`config.mk`:
```
export PLATFORM = sky130hd
export DESIGN_NAME = rsc_reset_ctrl
export DESIGN_NICKNAME = d
export VERILOG_FILES = /design/src/rsc_pkg.sv /design/src/rsc_reset_ctrl.sv /design/src/rsc_sync.sv
export SDC_FILE = /design/constraint.sdc
export NUM_CORES = 1
export LEC_CHECK = 0
export ABC_AREA = 1
export BUFFER_PORTS_ARGS = -buffer_cell sky130_fd_sc_hd__buf_2
export CAP_MARGIN = 30
export CORE_AREA = 3 3 129 131
export CTS_BUF_LIST = sky130_fd_sc_hd__clkbuf_4 sky130_fd_sc_hd__clkbuf_8
export CTS_CLUSTER_SIZE = 16
export DETAILED_ROUTE_END_ITERATION = 16
export DIE_AREA = 0 0 132 134
export MAX_ROUTING_LAYER = met4
export PLACE_DENSITY = 0.71
export SYNTH_ARGS = -nofsm -noshare
export SYNTH_HDL_FRONTEND = slang
export SYNTH_HIERARCHICAL = 1
export SYNTH_SLANG_ARGS = --single-unit
```
`constraint.sdc`:
```
create_clock -name i_clk -period 3.81 [get_ports i_clk]
set_clock_uncertainty 0.1 [all_clocks]
set_input_delay 0.1905 -clock i_clk [delete_from_list [all_inputs] [get_ports i_clk]]
set_output_delay 0.1905 -clock i_clk [all_outputs]
set_load 0.1 [all_outputs]
```
`src/rsc_pkg.sv`:
```
// Package with constants, types and register map of the reset source controller.
//
// Overview of operation
// - Six reset causes merge: power-on, pin, undervoltage, illegal key, watchdog normal, watchdog sleep.
// - Power-on presets all port data and direction registers to all ones.
// - Normal operation stays inhibited while the reset pin is low.
// - After pin release wait the start-up delay, about 50 ms, before running.
// - A pin reset while running clears the program counter to zero.
// - Pin key 00000 gives I/O, 10101 gives reset pin, others force reset.
// - An illegal pin key resets after two to three slow oscillator cycles.
// - Undervoltage resets only if it lasts longer than the filter time.
// - Undervoltage detection is disabled during sleep.
// - Watchdog expiry in normal mode is a full reset and sets the expiry flag.
// - Watchdog expiry in sleep clears only program counter, stack pointer and watchdog counter, sets both flags.
// - Watchdog wake-up from sleep waits a settle period of 16 system clocks when i_fast_internal_osc is high, none when it is low.
// - Flags: power-on clears both; pin/undervoltage keep; watchdog normal sets expiry; sleep sets both.
// - Every full reset disables all interrupts.
// - Every reset clears the watchdog counter and restarts it.
// - Every full reset switches the timer/event counter off.
// - Every reset points the stack pointer at the top of the stack.
// - Watchdog key 000000 enables, 101101 disables, others force reset.
// - Pin wake-up waits delay plus settle; other wake-ups wait only settle, and none when i_fast_internal_osc is low.
package rsc_pkg;

    // Register byte addresses.
    localparam logic [7:0] RSC_ADDR_PIN_SEL = 8'h00;
    localparam logic [7:0] RSC_ADDR_WDT_KEY = 8'h04;
    localparam logic [7:0] RSC_ADDR_STATUS  = 8'h08;
    localparam logic [7:0] RSC_ADDR_CTRL    = 8'h0c;

    localparam logic [4:0] RSC_PIN_KEY_IO   = 5'h00;
    localparam logic [4:0] RSC_PIN_KEY_RST  = 5'h15;
    localparam logic [5:0] RSC_WDT_KEY_ON   = 6'h00;
    localparam logic [5:0] RSC_WDT_KEY_OFF  = 6'h2d;
    localparam logic [7:0] RSC_PIN_SEL_RST  = 8'h00;
    localparam logic [7:0] RSC_WDT_KEY_RST  = 8'h00;
    localparam logic [7:0] RSC_PORT_RST     = 8'hff;
    localparam logic [7:0] RSC_PC_RST       = 8'h00;

    // Timing in its own units and derived counts at 50 MHz.
    localparam int RSC_CLK_HZ           = 50000000;
    localparam int RSC_STARTUP_DELAY_MS = 50;
    localparam int RSC_STARTUP_CYCLES   = RSC_CLK_HZ / 1000 * RSC_STARTUP_DELAY_MS;
    localparam int RSC_SETTLE_CYCLES    = 16;
    localparam int RSC_FILTER_US        = 1000;
    localparam int RSC_FILTER_CYCLES    = RSC_CLK_HZ / 1000000 * RSC_FILTER_US;
    localparam int RSC_KEY_SLOW_CYCLES  = 2;
    localparam int RSC_SLOW_DIV         = 4167;

    typedef enum logic [1:0] {
        RSC_RUN    = 2'b00,
        RSC_HOLD   = 2'b01,
        RSC_DELAY  = 2'b10,
        RSC_SETTLE = 2'b11
    } rsc_state_e;

    typedef struct packed {
        logic full_rst;
        logic warm_rst;
        logic clear_flags;
        logic set_expiry;
        logic set_powerdown;
    } rsc_cause_s;

    typedef struct packed {
        logic [7:0] port_data;
        logic [7:0] port_dir;
        logic [7:0] pc;
        logic       sp_top;
        logic       int_off;
        logic       wdt_clear;
        logic       timer_off;
    } rsc_init_s;

endpackage

```
`src/rsc_reset_ctrl.sv`:
```
// Reset source controller: cause merge, start-up delays, flags and APB registers.
`timescale 1ns/10ps
`default_nettype none
module rsc_reset_ctrl
    import rsc_pkg::*;
#(
    parameter int STARTUP_CYCLES = RSC_STARTUP_CYCLES,
    parameter int FILTER_CYCLES  = RSC_FILTER_CYCLES,
    parameter int SLOW_DIV       = RSC_SLOW_DIV
) (
    // Clock and power-on reset.
    input  wire logic        i_clk,
    input  wire logic        i_reset,
    // APB slave.
    input  wire logic        i_psel,
    input  wire logic        i_penable,
    input  wire logic        i_pwrite,
    input  wire logic [7:0]  i_paddr,
    input  wire logic [31:0] i_pwdata,
    output logic             o_pready,
    output logic [31:0]      o_prdata,
    output logic             o_pslverr,
    // Reset sources.
    input  wire logic        i_external_init_pin_n,
    input  wire logic        i_undervoltage_detect,
    input  wire logic        i_watchdog_expiry,
    input  wire logic        i_sleep,
    input  wire logic        i_fast_internal_osc,
    // Reset results.
    output logic             o_core_hold,
    output logic             o_full_rst,
    output logic             o_warm_rst,
    output logic             o_watchdog_enable,
    output logic             o_pin_is_reset,
    output logic             o_watchdog_expiry_flag,
    output logic             o_powerdown_flag,
    output rsc_init_s        o_init
);
    localparam int CW = 32;

    function automatic logic pin_key_bad(input logic [4:0] k);
        pin_key_bad = (k != RSC_PIN_KEY_IO) && (k != RSC_PIN_KEY_RST);
    endfunction

    function automatic logic wdt_key_bad(input logic [5:0] k);
        wdt_key_bad = (k != RSC_WDT_KEY_ON) && (k != RSC_WDT_KEY_OFF);
    endfunction

    logic pin_lvl;
    logic uv_lvl;

    rsc_sync #(.RESET_VAL(1'b1)) u_pin_sync (
        .i_clk   (i_clk),
        .i_reset (i_reset),
        .i_async (i_external_init_pin_n),
        .o_level (pin_lvl)
    );
    rsc_sync #(.RESET_VAL(1'b0)) u_uv_sync (
        .i_clk   (i_clk),
        .i_reset (i_reset),
        .i_async (i_undervoltage_detect),
        .o_level (uv_lvl)
    );

    rsc_state_e  st_r;
    rsc_state_e  st_nxt;
    logic [CW-1:0] cnt_r;
    logic [CW-1:0] cnt_nxt;
    logic [CW-1:0] uv_cnt_r;
    logic [CW-1:0] uv_cnt_nxt;
    logic [CW-1:0] div_r;
    logic [CW-1:0] div_nxt;
    logic [1:0]  key_cnt_r;
    logic [1:0]  key_cnt_nxt;
    logic [7:0]  pin_sel_r;
    logic [7:0]  pin_sel_nxt;
    logic [7:0]  wdt_key_r;
    logic [7:0]  wdt_key_nxt;
    logic        expiry_r;
    logic        expiry_nxt;
    logic        pdf_r;
    logic        pdf_nxt;
    logic        por_r;
    logic        por_nxt;
    logic        full_r;
    logic        full_nxt;
    logic        warm_r;
    logic        warm_nxt;
    logic        pin_hold_r;
    logic        pin_hold_nxt;
    logic [31:0] rdata_r;
    logic [31:0] rdata_nxt;

    logic slow_tick;
    logic pin_rst;
    logic uv_rst;
    logic key_rst;
    logic wdt_norm;
    logic wdt_sleep;
    logic wr;
    logic rd;
    rsc_cause_s cause;

    assign slow_tick = (div_r == CW'(SLOW_DIV - 1));
    assign wr        = i_psel && i_penable && i_pwrite;
    assign rd        = i_psel && i_penable && !i_pwrite;
    // The pin only acts as reset input when selected by its key. The reset it
    // starts returns the key to plain I/O, so a hold bit keeps it until release.
    assign pin_rst   = ((pin_sel_r[4:0] == RSC_PIN_KEY_RST) || pin_hold_r) && !pin_lvl;
    assign uv_rst    = (uv_cnt_r >= CW'(FILTER_CYCLES));
    assign key_rst   = (key_cnt_r == 2'(RSC_KEY_SLOW_CYCLES)) && slow_tick;
    assign wdt_norm  = i_watchdog_expiry && !i_sleep;
    assign wdt_sleep = i_watchdog_expiry && i_sleep;

    // Cause priority decides flags and which reset kind applies.
    always_comb begin
        cause = '0;
        if (por_r) begin
            cause.full_rst    = 1'b1;
            cause.clear_flags = 1'b1;
        end else if (uv_rst || pin_rst || key_rst) begin
            cause.full_rst = 1'b1;
        end else if (wdt_norm) begin
            cause.full_rst   = 1'b1;
            cause.set_expiry = 1'b1;
        end else if (wdt_sleep) begin
            cause.warm_rst      = 1'b1;
            cause.set_expiry    = 1'b1;
            cause.set_powerdown = 1'b1;
        end
    end

    always_comb begin
        div_nxt     = slow_tick ? '0 : div_r + CW'(1);
        uv_cnt_nxt  = uv_cnt_r;
        key_cnt_nxt = key_cnt_r;
        pin_hold_nxt = pin_rst;
        if (uv_lvl && !i_sleep) begin
            if (!uv_rst) begin
                uv_cnt_nxt = uv_cnt_r + CW'(1);
            end
        end else begin
            uv_cnt_nxt = '0;
        end
        if (pin_key_bad(pin_sel_r[4:0]) || wdt_key_bad(wdt_key_r[5:0])) begin
            if (slow_tick && key_cnt_r != 2'(RSC_KEY_SLOW_CYCLES)) begin
                key_cnt_nxt = key_cnt_r + 2'd1;
            end
        end else begin
            key_cnt_nxt = '0;
        end
    end

    // Sequencer: hold during a full reset, then delay and settle; a warm reset only settles, and only when i_fast_internal_osc is high.
    always_comb begin
        st_nxt   = st_r;
        cnt_nxt  = cnt_r;
        full_nxt = cause.full_rst;
        warm_nxt = cause.warm_rst;
        por_nxt  = 1'b0;
        case (st_r)
            RSC_RUN: begin
                if (cause.full_rst) begin
                    st_nxt = RSC_HOLD;
                end else if (cause.warm_rst) begin
                    st_nxt  = i_fast_internal_osc ? RSC_SETTLE : RSC_RUN;
                    cnt_nxt = '0;
                end
            end
            RSC_HOLD: begin
                full_nxt = 1'b1;
                if (!cause.full_rst) begin
                    st_nxt  = RSC_DELAY;
                    cnt_nxt = '0;
                end
            end
            RSC_DELAY: begin
                full_nxt = 1'b1;
                if (cause.full_rst) begin
                    st_nxt = RSC_HOLD;
                end else if (cnt_r >= CW'(STARTUP_CYCLES - 1)) begin
                    st_nxt  = RSC_SETTLE;
                    cnt_nxt = '0;
                end else begin
                    cnt_nxt = cnt_r + CW'(1);
                end
            end
            RSC_SETTLE: begin
                if (cause.full_rst) begin
                    st_nxt = RSC_HOLD;
                end else if (cnt_r >= CW'(RSC_SETTLE_CYCLES - 1)) begin
                    st_nxt = RSC_RUN;
                end else begin
                    cnt_nxt = cnt_r + CW'(1);
                end
            end
            default: begin
                st_nxt = RSC_HOLD;
            end
        endcase
    end

    // Registers and flags; a full reset restores key registers.
    always_comb begin
        pin_sel_nxt = pin_sel_r;
        wdt_key_nxt = wdt_key_r;
        expiry_nxt  = expiry_r;
        pdf_nxt     = pdf_r;
        rdata_nxt   = rdata_r;
        if (wr && i_paddr == RSC_ADDR_PIN_SEL) begin
            pin_sel_nxt = {3'b000, i_pwdata[4:0]};
        end
        if (wr && i_paddr == RSC_ADDR_WDT_KEY) begin
            wdt_key_nxt = {2'b00, i_pwdata[5:0]};
        end
        if (wr && i_paddr == RSC_ADDR_STATUS) begin
            expiry_nxt = expiry_r & i_pwdata[0];
            pdf_nxt    = pdf_r & i_pwdata[1];
        end
        if (cause.full_rst) begin
            pin_sel_nxt = RSC_PIN_SEL_RST;
            wdt_key_nxt = RSC_WDT_KEY_RST;
        end
        if (cause.clear_flags) begin
            expiry_nxt = 1'b0;
            pdf_nxt    = 1'b0;
        end
        if (cause.set_expiry) begin
            expiry_nxt = 1'b1;
        end
        if (cause.set_powerdown) begin
            pdf_nxt = 1'b1;
        end
        if (rd) begin
            case (i_paddr)
                RSC_ADDR_PIN_SEL: rdata_nxt = {24'h000000, pin_sel_r};
                RSC_ADDR_WDT_KEY: rdata_nxt = {24'h000000, wdt_key_r};
                RSC_ADDR_STATUS:  rdata_nxt = {30'h0, pdf_r, expiry_r};
                RSC_ADDR_CTRL:    rdata_nxt = {28'h0000000, full_r, warm_r, st_r};
                default:          rdata_nxt = 32'h00000000;
            endcase
        end
    end

    always_ff @(posedge i_clk or posedge i_reset) begin
        if (i_reset) begin
            st_r      <= RSC_HOLD;
            cnt_r     <= '0;
            uv_cnt_r  <= '0;
            div_r     <= '0;
            key_cnt_r <= '0;
            pin_sel_r <= RSC_PIN_SEL_RST;
            wdt_key_r <= RSC_WDT_KEY_RST;
            expiry_r  <= 1'b0;
            pdf_r     <= 1'b0;
            por_r     <= 1'b1;
            full_r    <= 1'b1;
            warm_r    <= 1'b0;
            pin_hold_r <= 1'b0;
            rdata_r   <= '0;
        end else begin
            st_r      <= st_nxt;
            cnt_r     <= cnt_nxt;
            uv_cnt_r  <= uv_cnt_nxt;
            div_r     <= div_nxt;
            key_cnt_r <= key_cnt_nxt;
            pin_sel_r <= pin_sel_nxt;
            wdt_key_r <= wdt_key_nxt;
            expiry_r  <= expiry_nxt;
            pdf_r     <= pdf_nxt;
            por_r     <= por_nxt;
            full_r    <= full_nxt;
            warm_r    <= warm_nxt;
            pin_hold_r <= pin_hold_nxt;
            rdata_r   <= rdata_nxt;
        end
    end

    // Register read data is a registered value; pready waits one cycle for it.
    logic rd_done_r;
    always_ff @(posedge i_clk or posedge i_reset) begin
        if (i_reset) begin
            rd_done_r <= 1'b0;
        end else begin
            rd_done_r <= i_psel && i_penable && !rd_done_r;
        end
    end

    assign o_pready  = i_psel && i_penable && rd_done_r;
    assign o_prdata  = rdata_r;
    assign o_pslverr = 1'b0;

    assign o_core_hold            = (st_r != RSC_RUN);
    assign o_full_rst             = full_r;
    assign o_warm_rst             = warm_r;
    assign o_watchdog_enable      = (wdt_key_r[5:0] == RSC_WDT_KEY_ON);
    assign o_pin_is_reset         = (pin_sel_r[4:0] == RSC_PIN_KEY_RST);
    assign o_watchdog_expiry_flag = expiry_r;
    assign o_powerdown_flag       = pdf_r;
    // Init values applied by the core while a reset pulse is high.
    assign o_init.port_data = RSC_PORT_RST;
    assign o_init.port_dir  = RSC_PORT_RST;
    assign o_init.pc        = RSC_PC_RST;
    assign o_init.sp_top    = full_r | warm_r;
    assign o_init.int_off   = full_r;
    assign o_init.wdt_clear = full_r | warm_r;
    assign o_init.timer_off = full_r;
endmodule
`default_nettype wire

```
`src/rsc_sync.sv`:
```
// Three-stage synchroniser with agreement filter for asynchronous inputs.
`timescale 1ns/10ps
`default_nettype none
module rsc_sync #(
    parameter logic RESET_VAL = 1'b0
) (
    // Clock and reset.
    input  wire logic i_clk,
    input  wire logic i_reset,
    // Asynchronous input and filtered level.
    input  wire logic i_async,
    output logic      o_level
);
    logic [2:0] sh_r;
    logic [2:0] sh_nxt;
    logic       lvl_r;
    logic       lvl_nxt;

    always_comb begin
        sh_nxt  = {sh_r[1:0], i_async};
        lvl_nxt = (sh_r[2] == sh_r[1]) ? sh_r[2] : lvl_r;
    end

    always_ff @(posedge i_clk or posedge i_reset) begin
        if (i_reset) begin
            sh_r  <= {3{RESET_VAL}};
            lvl_r <= RESET_VAL;
        end else begin
            sh_r  <= sh_nxt;
            lvl_r <= lvl_nxt;
        end
    end

    assign o_level = lvl_r;
endmodule
`default_nettype wire

```
==> flow_summary.ini, run 1 <==
[outcome]
run_status = completed

[worst_setup_path]
rr_startpoint = cnt_r[0]
rr_worst_depth = 12
cp.required_ns = 4.06
end_kind = flop
rr_endpoint = cnt_r[18]
crit_fanout = 27
cp.arrival_ns = 2.79
worstSetupStartpointType = flop
crit_type = reg2reg
r2r_setup_slack_ns = 1.27

[placement]
place_worst_setup_slack_ns = 1.277
port_buffers = 41
gp_congestion = 0.9282
hpwlAfterDp_um = 11470

[min_path]
holdPathEnd = o_prdata[5]
min_from = i_paddr[2]
holdCritPathClass = in2reg
hold_path_depth = 3

[yosys]
ys_types = 42
yosysSeqAreaShare_pct = 42.73
synth_seq_cells = 132
synth_area_leaders = dfrtp_1 40%, nand2_1 12%, inv_1 7.7%, nor2_1 7.0%, buf_4 5.3%
ys_top_cells_by_count = 251 x nand2_1, 160 x inv_1, 145 x nor2_1
synth-warning-count = 6
synth_cells = 1052
synth.most_common_cell = nand2_1
synth-main-ff-cell = dfrtp_1
avgSynthCellArea_um2 = 7.367
synth_largest_area_cell = dfrtp_1
synth.top_cell.area_share_pct = 40.36
synth_edf_count = 0
syn_area_um2 = 7750
async_reset_ff_share_pct = 100.0

[timing]
slew_violations = 0
min_period_ns = 2.543
slew_headroom_pct = 47.79
report.final.hold_viol_count = 0
fmax_mhz = 393.2
finalSetupViolCount = 0
rsz0062_at_grt = no
period_share_pct = 66.75
worst_pin_slew_ns = 0.7813
setup_slack_ns = 1.267
hold_ws_ns = 0.07044
tns_ns = 0

[grt]
grt_pass1_vias = 5830
overflow = 0
grt_pass1_wl_um = 26740
grt_use_total_pct = 18.80
grt_max_degree = 66
antenna_found_initial = 0

[clocking]
htreeDepth = 4
clkSlewWorstSetupHoldPaths_ns = 0.08
clk_path_buf_depth = 2
cts_sinks = 132
cts_made_buffers = 17
post-cts-setup-buffers = 0
cts_root_buffer = clkbuf_8
cts_tree = done
clock_latency_ns = 0.46

[cells_and_area]
fin_util_pct = 53.88
syn2layout_area_growth_pct = 9.235
antenna_cells = 0
drive_gt1_share_pct = 9.196
fin_nets = 1168

[floorplanning]
die_height_um = 134
die_w_um = 132
core_area_um2 = 15710
die_area_um2 = 17690
ios = 119
start_util_pct = 49.32
rows = 46

[power_and_ir_drop]
pwr-share-comb_pct = 26.5
power_switching_mw = 1.439
irDropWorstVdd_mv = 0.2236
pwr_density_cell_nw_per_um2 = 415.2
power.internal_mw = 2.076
p_leak_nw = 4.222
pwr-share-clk_pct = 31.5
seqPwrFrac_pct = 42.0
switching_share_pct = 40.95

[detailed_routing]
drtIter0Drc = 413
via_per_inst = 4.826
wirelength_um = 15920
postRouteAntennaNets = 0
first_pass_iters = 5
wl_per_cell_um = 11.92
vias = 6448
drc = 0

[run]
drv_cap = 0
[critical path: stages, from the launching register on]
cell	delay, ns
dfrtp_1	0.40
ha_1	0.25
inv_1	0.08
nor2_1	0.40
inv_1	0.16
nand3_1	0.12
nor2_1	0.09
a21oi_2	0.20
a21oi_4	0.06
nand2_4	0.27
inv_6	0.15
nand2_1	0.09
nand2_1	0.05
[power groups by stage]
| stage | registers, mW | logic, mW | clock network, mW |
|---|---|---|---|
| finish | 1.48 | 0.931 | 1.11 |
| global route | 1.48 | 1.01 | 1.20 |
| CTS | 1.48 | 0.938 | 1.13 |
| detailed placement | 1.50 | 0.923 | 0 |
| global placement | 1.50 | 0.915 | 0 |
| floorplan | 1.54 | 0.835 | 0 |
[sequential cells by signal, indices dropped and copies added (netlist names), 2 cells and up]
name	cells
o_prdata	6
key_cnt_r	2
u_pin_sync/sh_r	3
st_r	2
pin_sel_r	5
uv_cnt_r	32
cnt_r	32
div_r	32
wdt_key_r	6
u_uv_sync/sh_r	3
[through the flow]
stage               power (mW)  cells  instance area, µm²
finish                   3.515   1336                8466
global route             3.686   1336                8466
detailed placement       2.427   1289                7950
CTS                      3.543   1336                8466
floorplan                2.375   1102                7938
global placement         2.416   1289                7950
[cell type report]
class,count,area (µm²)
Clock inverter,14,117.6
Sequential cell,132,3312
Tap cell,216,270.3
Multi-Input combinational cell,730,3490
Fill cell,1521,7247
Inverter,166,630.6
Timing Repair Buffer,60,397.9
Clock buffer,18,247.7
[cell families (layout without fill, tap and decap cells)]
logic type,count (synthesis),after routing,share of synthesized area [%]
and+or+nand+nor,547,547,30.29
buffers and inverters,240,258,14.66
DFF,132,132,42.73
AOI/OAI and AO/OA,77,77,5.586
xor gates and xnor gates,43,43,4.860
adders and majority gates,11,11,1.776
other,2,52,0.09690
[what timing repair did]
item	in CTS	in global routing
resized for setup	0	0
hold endpoints to repair	87	0
setup endpoints to repair	0	0
hold buffers	15	0
[per-layer routing]
metal | share of wire [%] | global-route usage, %
met5 | 0 | -
met4 | 1.7 | 6.359
met3 | 4.6 | 3.863
met2 | 46 | 29.13
met1 | 47 | 24.85
[layout by cell type, fill, tap and decap left out, types with 5 or more instances in the layout]
| cell | netlist | final |
|---|---|---|
| nor2_1 | 145 | 145 |
| a21oi_1 | 24 | 24 |
| nor4_1 | 10 | 10 |
| inv_6 | 1 | 6 |
| clkbuf_8 | 0 | 18 |
| clkinvlp_4 | 0 | 5 |
| ha_1 | 11 | 11 |
| buf_2 | 1 | 41 |
| o21ai_0 | 33 | 33 |
| inv_1 | 160 | 159 |
| nand4_1 | 24 | 24 |
| dfstp_2 | 7 | 7 |
| xnor2_1 | 11 | 11 |
| xor2_1 | 32 | 32 |
| or2_2 | 5 | 5 |
| nor3_1 | 38 | 38 |
| dfrtp_1 | 125 | 125 |
| nand2_1 | 251 | 251 |
| nand3_1 | 62 | 62 |
| dlygate4sd3_1 | 0 | 15 |
| conb_1 | 2 | 52 |
[worst max path at each step]
stage	startpoint	end	slack, ns	cells past startpoint
6_report	cnt_r[0]	cnt_r[18]	1.27	12
5_1_grt	cnt_r[0]	cnt_r[4]	1.03	12
4_1_cts	cnt_r[0]	cnt_r[4]	1.27	12
3_5_place_dp	cnt_r[0]	cnt_r[4]	1.28	12
3_3_place_gp	div_r[0]	cnt_r[14]	1.36	11
2_1_floorplan	i_reset	cnt_r[0]	0.23	1
(Power assumes the default switching activity.)
==> run 2: changes to the inputs <==
==> constraint.sdc (replaced) <==
create_clock -name i_clk -period 2.2 [get_ports i_clk]
set_clock_uncertainty 0.1 [all_clocks]
set_input_delay 0.11 -clock i_clk [delete_from_list [all_inputs] [get_ports i_clk]]
set_output_delay 0.11 -clock i_clk [all_outputs]
set_load 0.1 [all_outputs]
==> flow_summary.ini, run 2 (same netlist as run 1, synthesis figures left out) <==
[clocking]
htreeDepth = 4
cts_sinks = 132
clkSlewWorstSetupHoldPaths_ns = 0.07
cts_tree = done
clk_path_buf_depth = 2
cts_made_buffers = 17
cts_root_buffer = clkbuf_8
clock_latency_ns = 0.45

[placement]
gp_congestion = 0.9538
port_buffers = 41
hpwlAfterDp_um = 12310
place_inst = 1329
placed_cell_area_um2 = 8270

[worst_setup_path]
r2r_setup_slack_ns = 0.11
crit_fanout = 3
critPathBufInv = 3
crit_type = reg2reg
worstSetupStartpointType = flop
end_kind = flop
cp_top_family = buffers and inverters
cp.arrival_ns = 2.33
crit_chain = inv_1 > nor2_1 > nand4_1 > nor2_2 > nand3_2 > buf_4 > nand3_1 > a21oi_1 > dlygate4sd3_1
slowest_stage = dlygate4sd3_1
rr_worst_depth = 9
rr_endpoint = o_watchdog_expiry_flag
rr_startpoint = div_r[6]
cp.required_ns = 2.43
cpPeakStageDelay_ns = 0.55
cp.depth = 9

[cells_and_area]
final_common_cell = nand2_1
seq_area_um2 = 3312
fin_nets = 1214
antenna_cells = 0
top_regs = cnt_r: 32 flops, div_r: 32 flops, uv_cnt_r: 32 flops
nFillCells = 1466
drive_gt1_share_pct = 13.38
final_area_um2 = 9000
layout_common_cells = 251 x nand2_1, 158 x inv_1, 140 x nor2_1, 125 x dfrtp_1, 61 x nand3_1
multi_input_area_um2 = 3527
fin_cells = 1382
syn2layout_area_growth_pct = 16.13

[min_path]
holdPathEnd = o_prdata[5]
hold_path_depth = 6
holdCritPathClass = in2reg
min_from = i_paddr[4]

[power_and_ir_drop]
p_leak_nw = 4.521
pwr_density_cell_nw_per_um2 = 757.6
irDropWorstVdd_mv = 0.4754

[floorplanning]
die_w_um = 132
die_height_um = 134
start_util_pct = 49.32
rows = 46
die_area_um2 = 17690
ios = 119
core_area_um2 = 15710

[timing]
finalSetupViolCount = 0
period_share_pct = 95.07
fmax_mhz = 478.1
slew_violations = 0
report.final.hold_viol_count = 0
min_period_ns = 2.092

[outcome]
run_status = completed

[detailed_routing]
first_pass_iters = 5
wl_per_cell_um = 12.06
postRouteAntennaNets = 0
vias = 6534
via_per_inst = 4.728
drtIter0Drc = 443
wirelength_um = 16670
drc = 0

[grt]
grt_pass1_vias = 6061
antenna_found_initial = 0
grt_max_degree = 76
overflow = 0
grt_pass1_wl_um = 28200
grt_use_total_pct = 20.09

[run]
drv_cap = 0
[run 2: changes by cell type in the layout (fill, tap and decap cells not counted), sizes merged]
cell / before / now
buf: 45 / 88
inv: 171 / 162
bufinv: 0 / 6
clkinv: 4 / 8
dlygate4sd3: 15 / 18
clkinvlp: 5 / 3
clkbuf: 18 / 19
[run 2: final cells by class]
cell class                 instances  share of cell area (%)
clock buffer                      19                   2.836
clock inverter                    13                   2.544
inverter                         166                   7.146
multi-input combinational        730                   39.19
sequential                       132                   36.80
tap                              216                   3.003
timing repair buffer             106                   8.480
[run 2: worst register-to-register path: stages, from the launching register on]
cell and delay, ns:
dfrtp_1 0.38, inv_1 0.09, nor2_1 0.14, nand4_1 0.14, nor2_2 0.18, nand3_2 0.11
buf_4 0.15, nand3_1 0.07, a21oi_1 0.06, dlygate4sd3_1 0.55
[run 2: worst max-delay path by stage]
| stage | from | to | slack, ns |
|---|---|---|---|
| after global routing | cnt_r[0] | cnt_r[7] | -0.02 |
| final | div_r[6] | o_watchdog_expiry_flag | 0.11 |
| after CTS | div_r[30] | o_watchdog_expiry_flag | 0.01 |
| after floorplan | st_r[0] | cnt_r[9] | 0.02 |
| after global placement | cnt_r[0] | cnt_r[10] | 0.18 |
| after detailed placement | cnt_r[0] | cnt_r[4] | 0.12 |
[run 2: what timing repair did]
action | 4_1_cts | 5_1_grt
hold buffers | 18 | 0
hold endpoints to repair | 73 | 0
setup buffers | 0 | 3
setup endpoints to repair | 0 | 32
gates resized for setup | 0 | 11
[run 2: power by group]
group	internal, mW	switching [mW]
Sequential	2.50	0.0555
Combinational	0.378	1.42
Clock	1.51	0.963
[run 2: metal layers]
layer  GRT usage [%]  vias up  part of all wire, %  wire length, µm
met3           3.601       30                  4.3              714
met2           30.16      158                   46             7658
met4           8.401        0                  1.8              301
met5               -        -                    0                0
met1           27.05     2962                   48             7992
li1                -     3384                    -                -
[run 2: per-stage QoR]
stage | setup WS [ns] | total power [mW] | setup TNS (ns) | util, % | hold WS [ns]
floorplan | 0.02310 | 4.125 | 0 | - | -0.2239
global placement | 0.1758 | 4.330 | 0 | 52.64 | -0.06744
detailed placement | 0.1195 | 4.331 | 0 | 52.64 | -0.06039
CTS | 0.01256 | 6.850 | 0 | 56.86 | 0.04609
global route | -0.01571 | 7.137 | -0.01999 | 57.28 | 0.1206
finish | 0.1084 | 6.818 | 0 | 57.28 | 0.08553
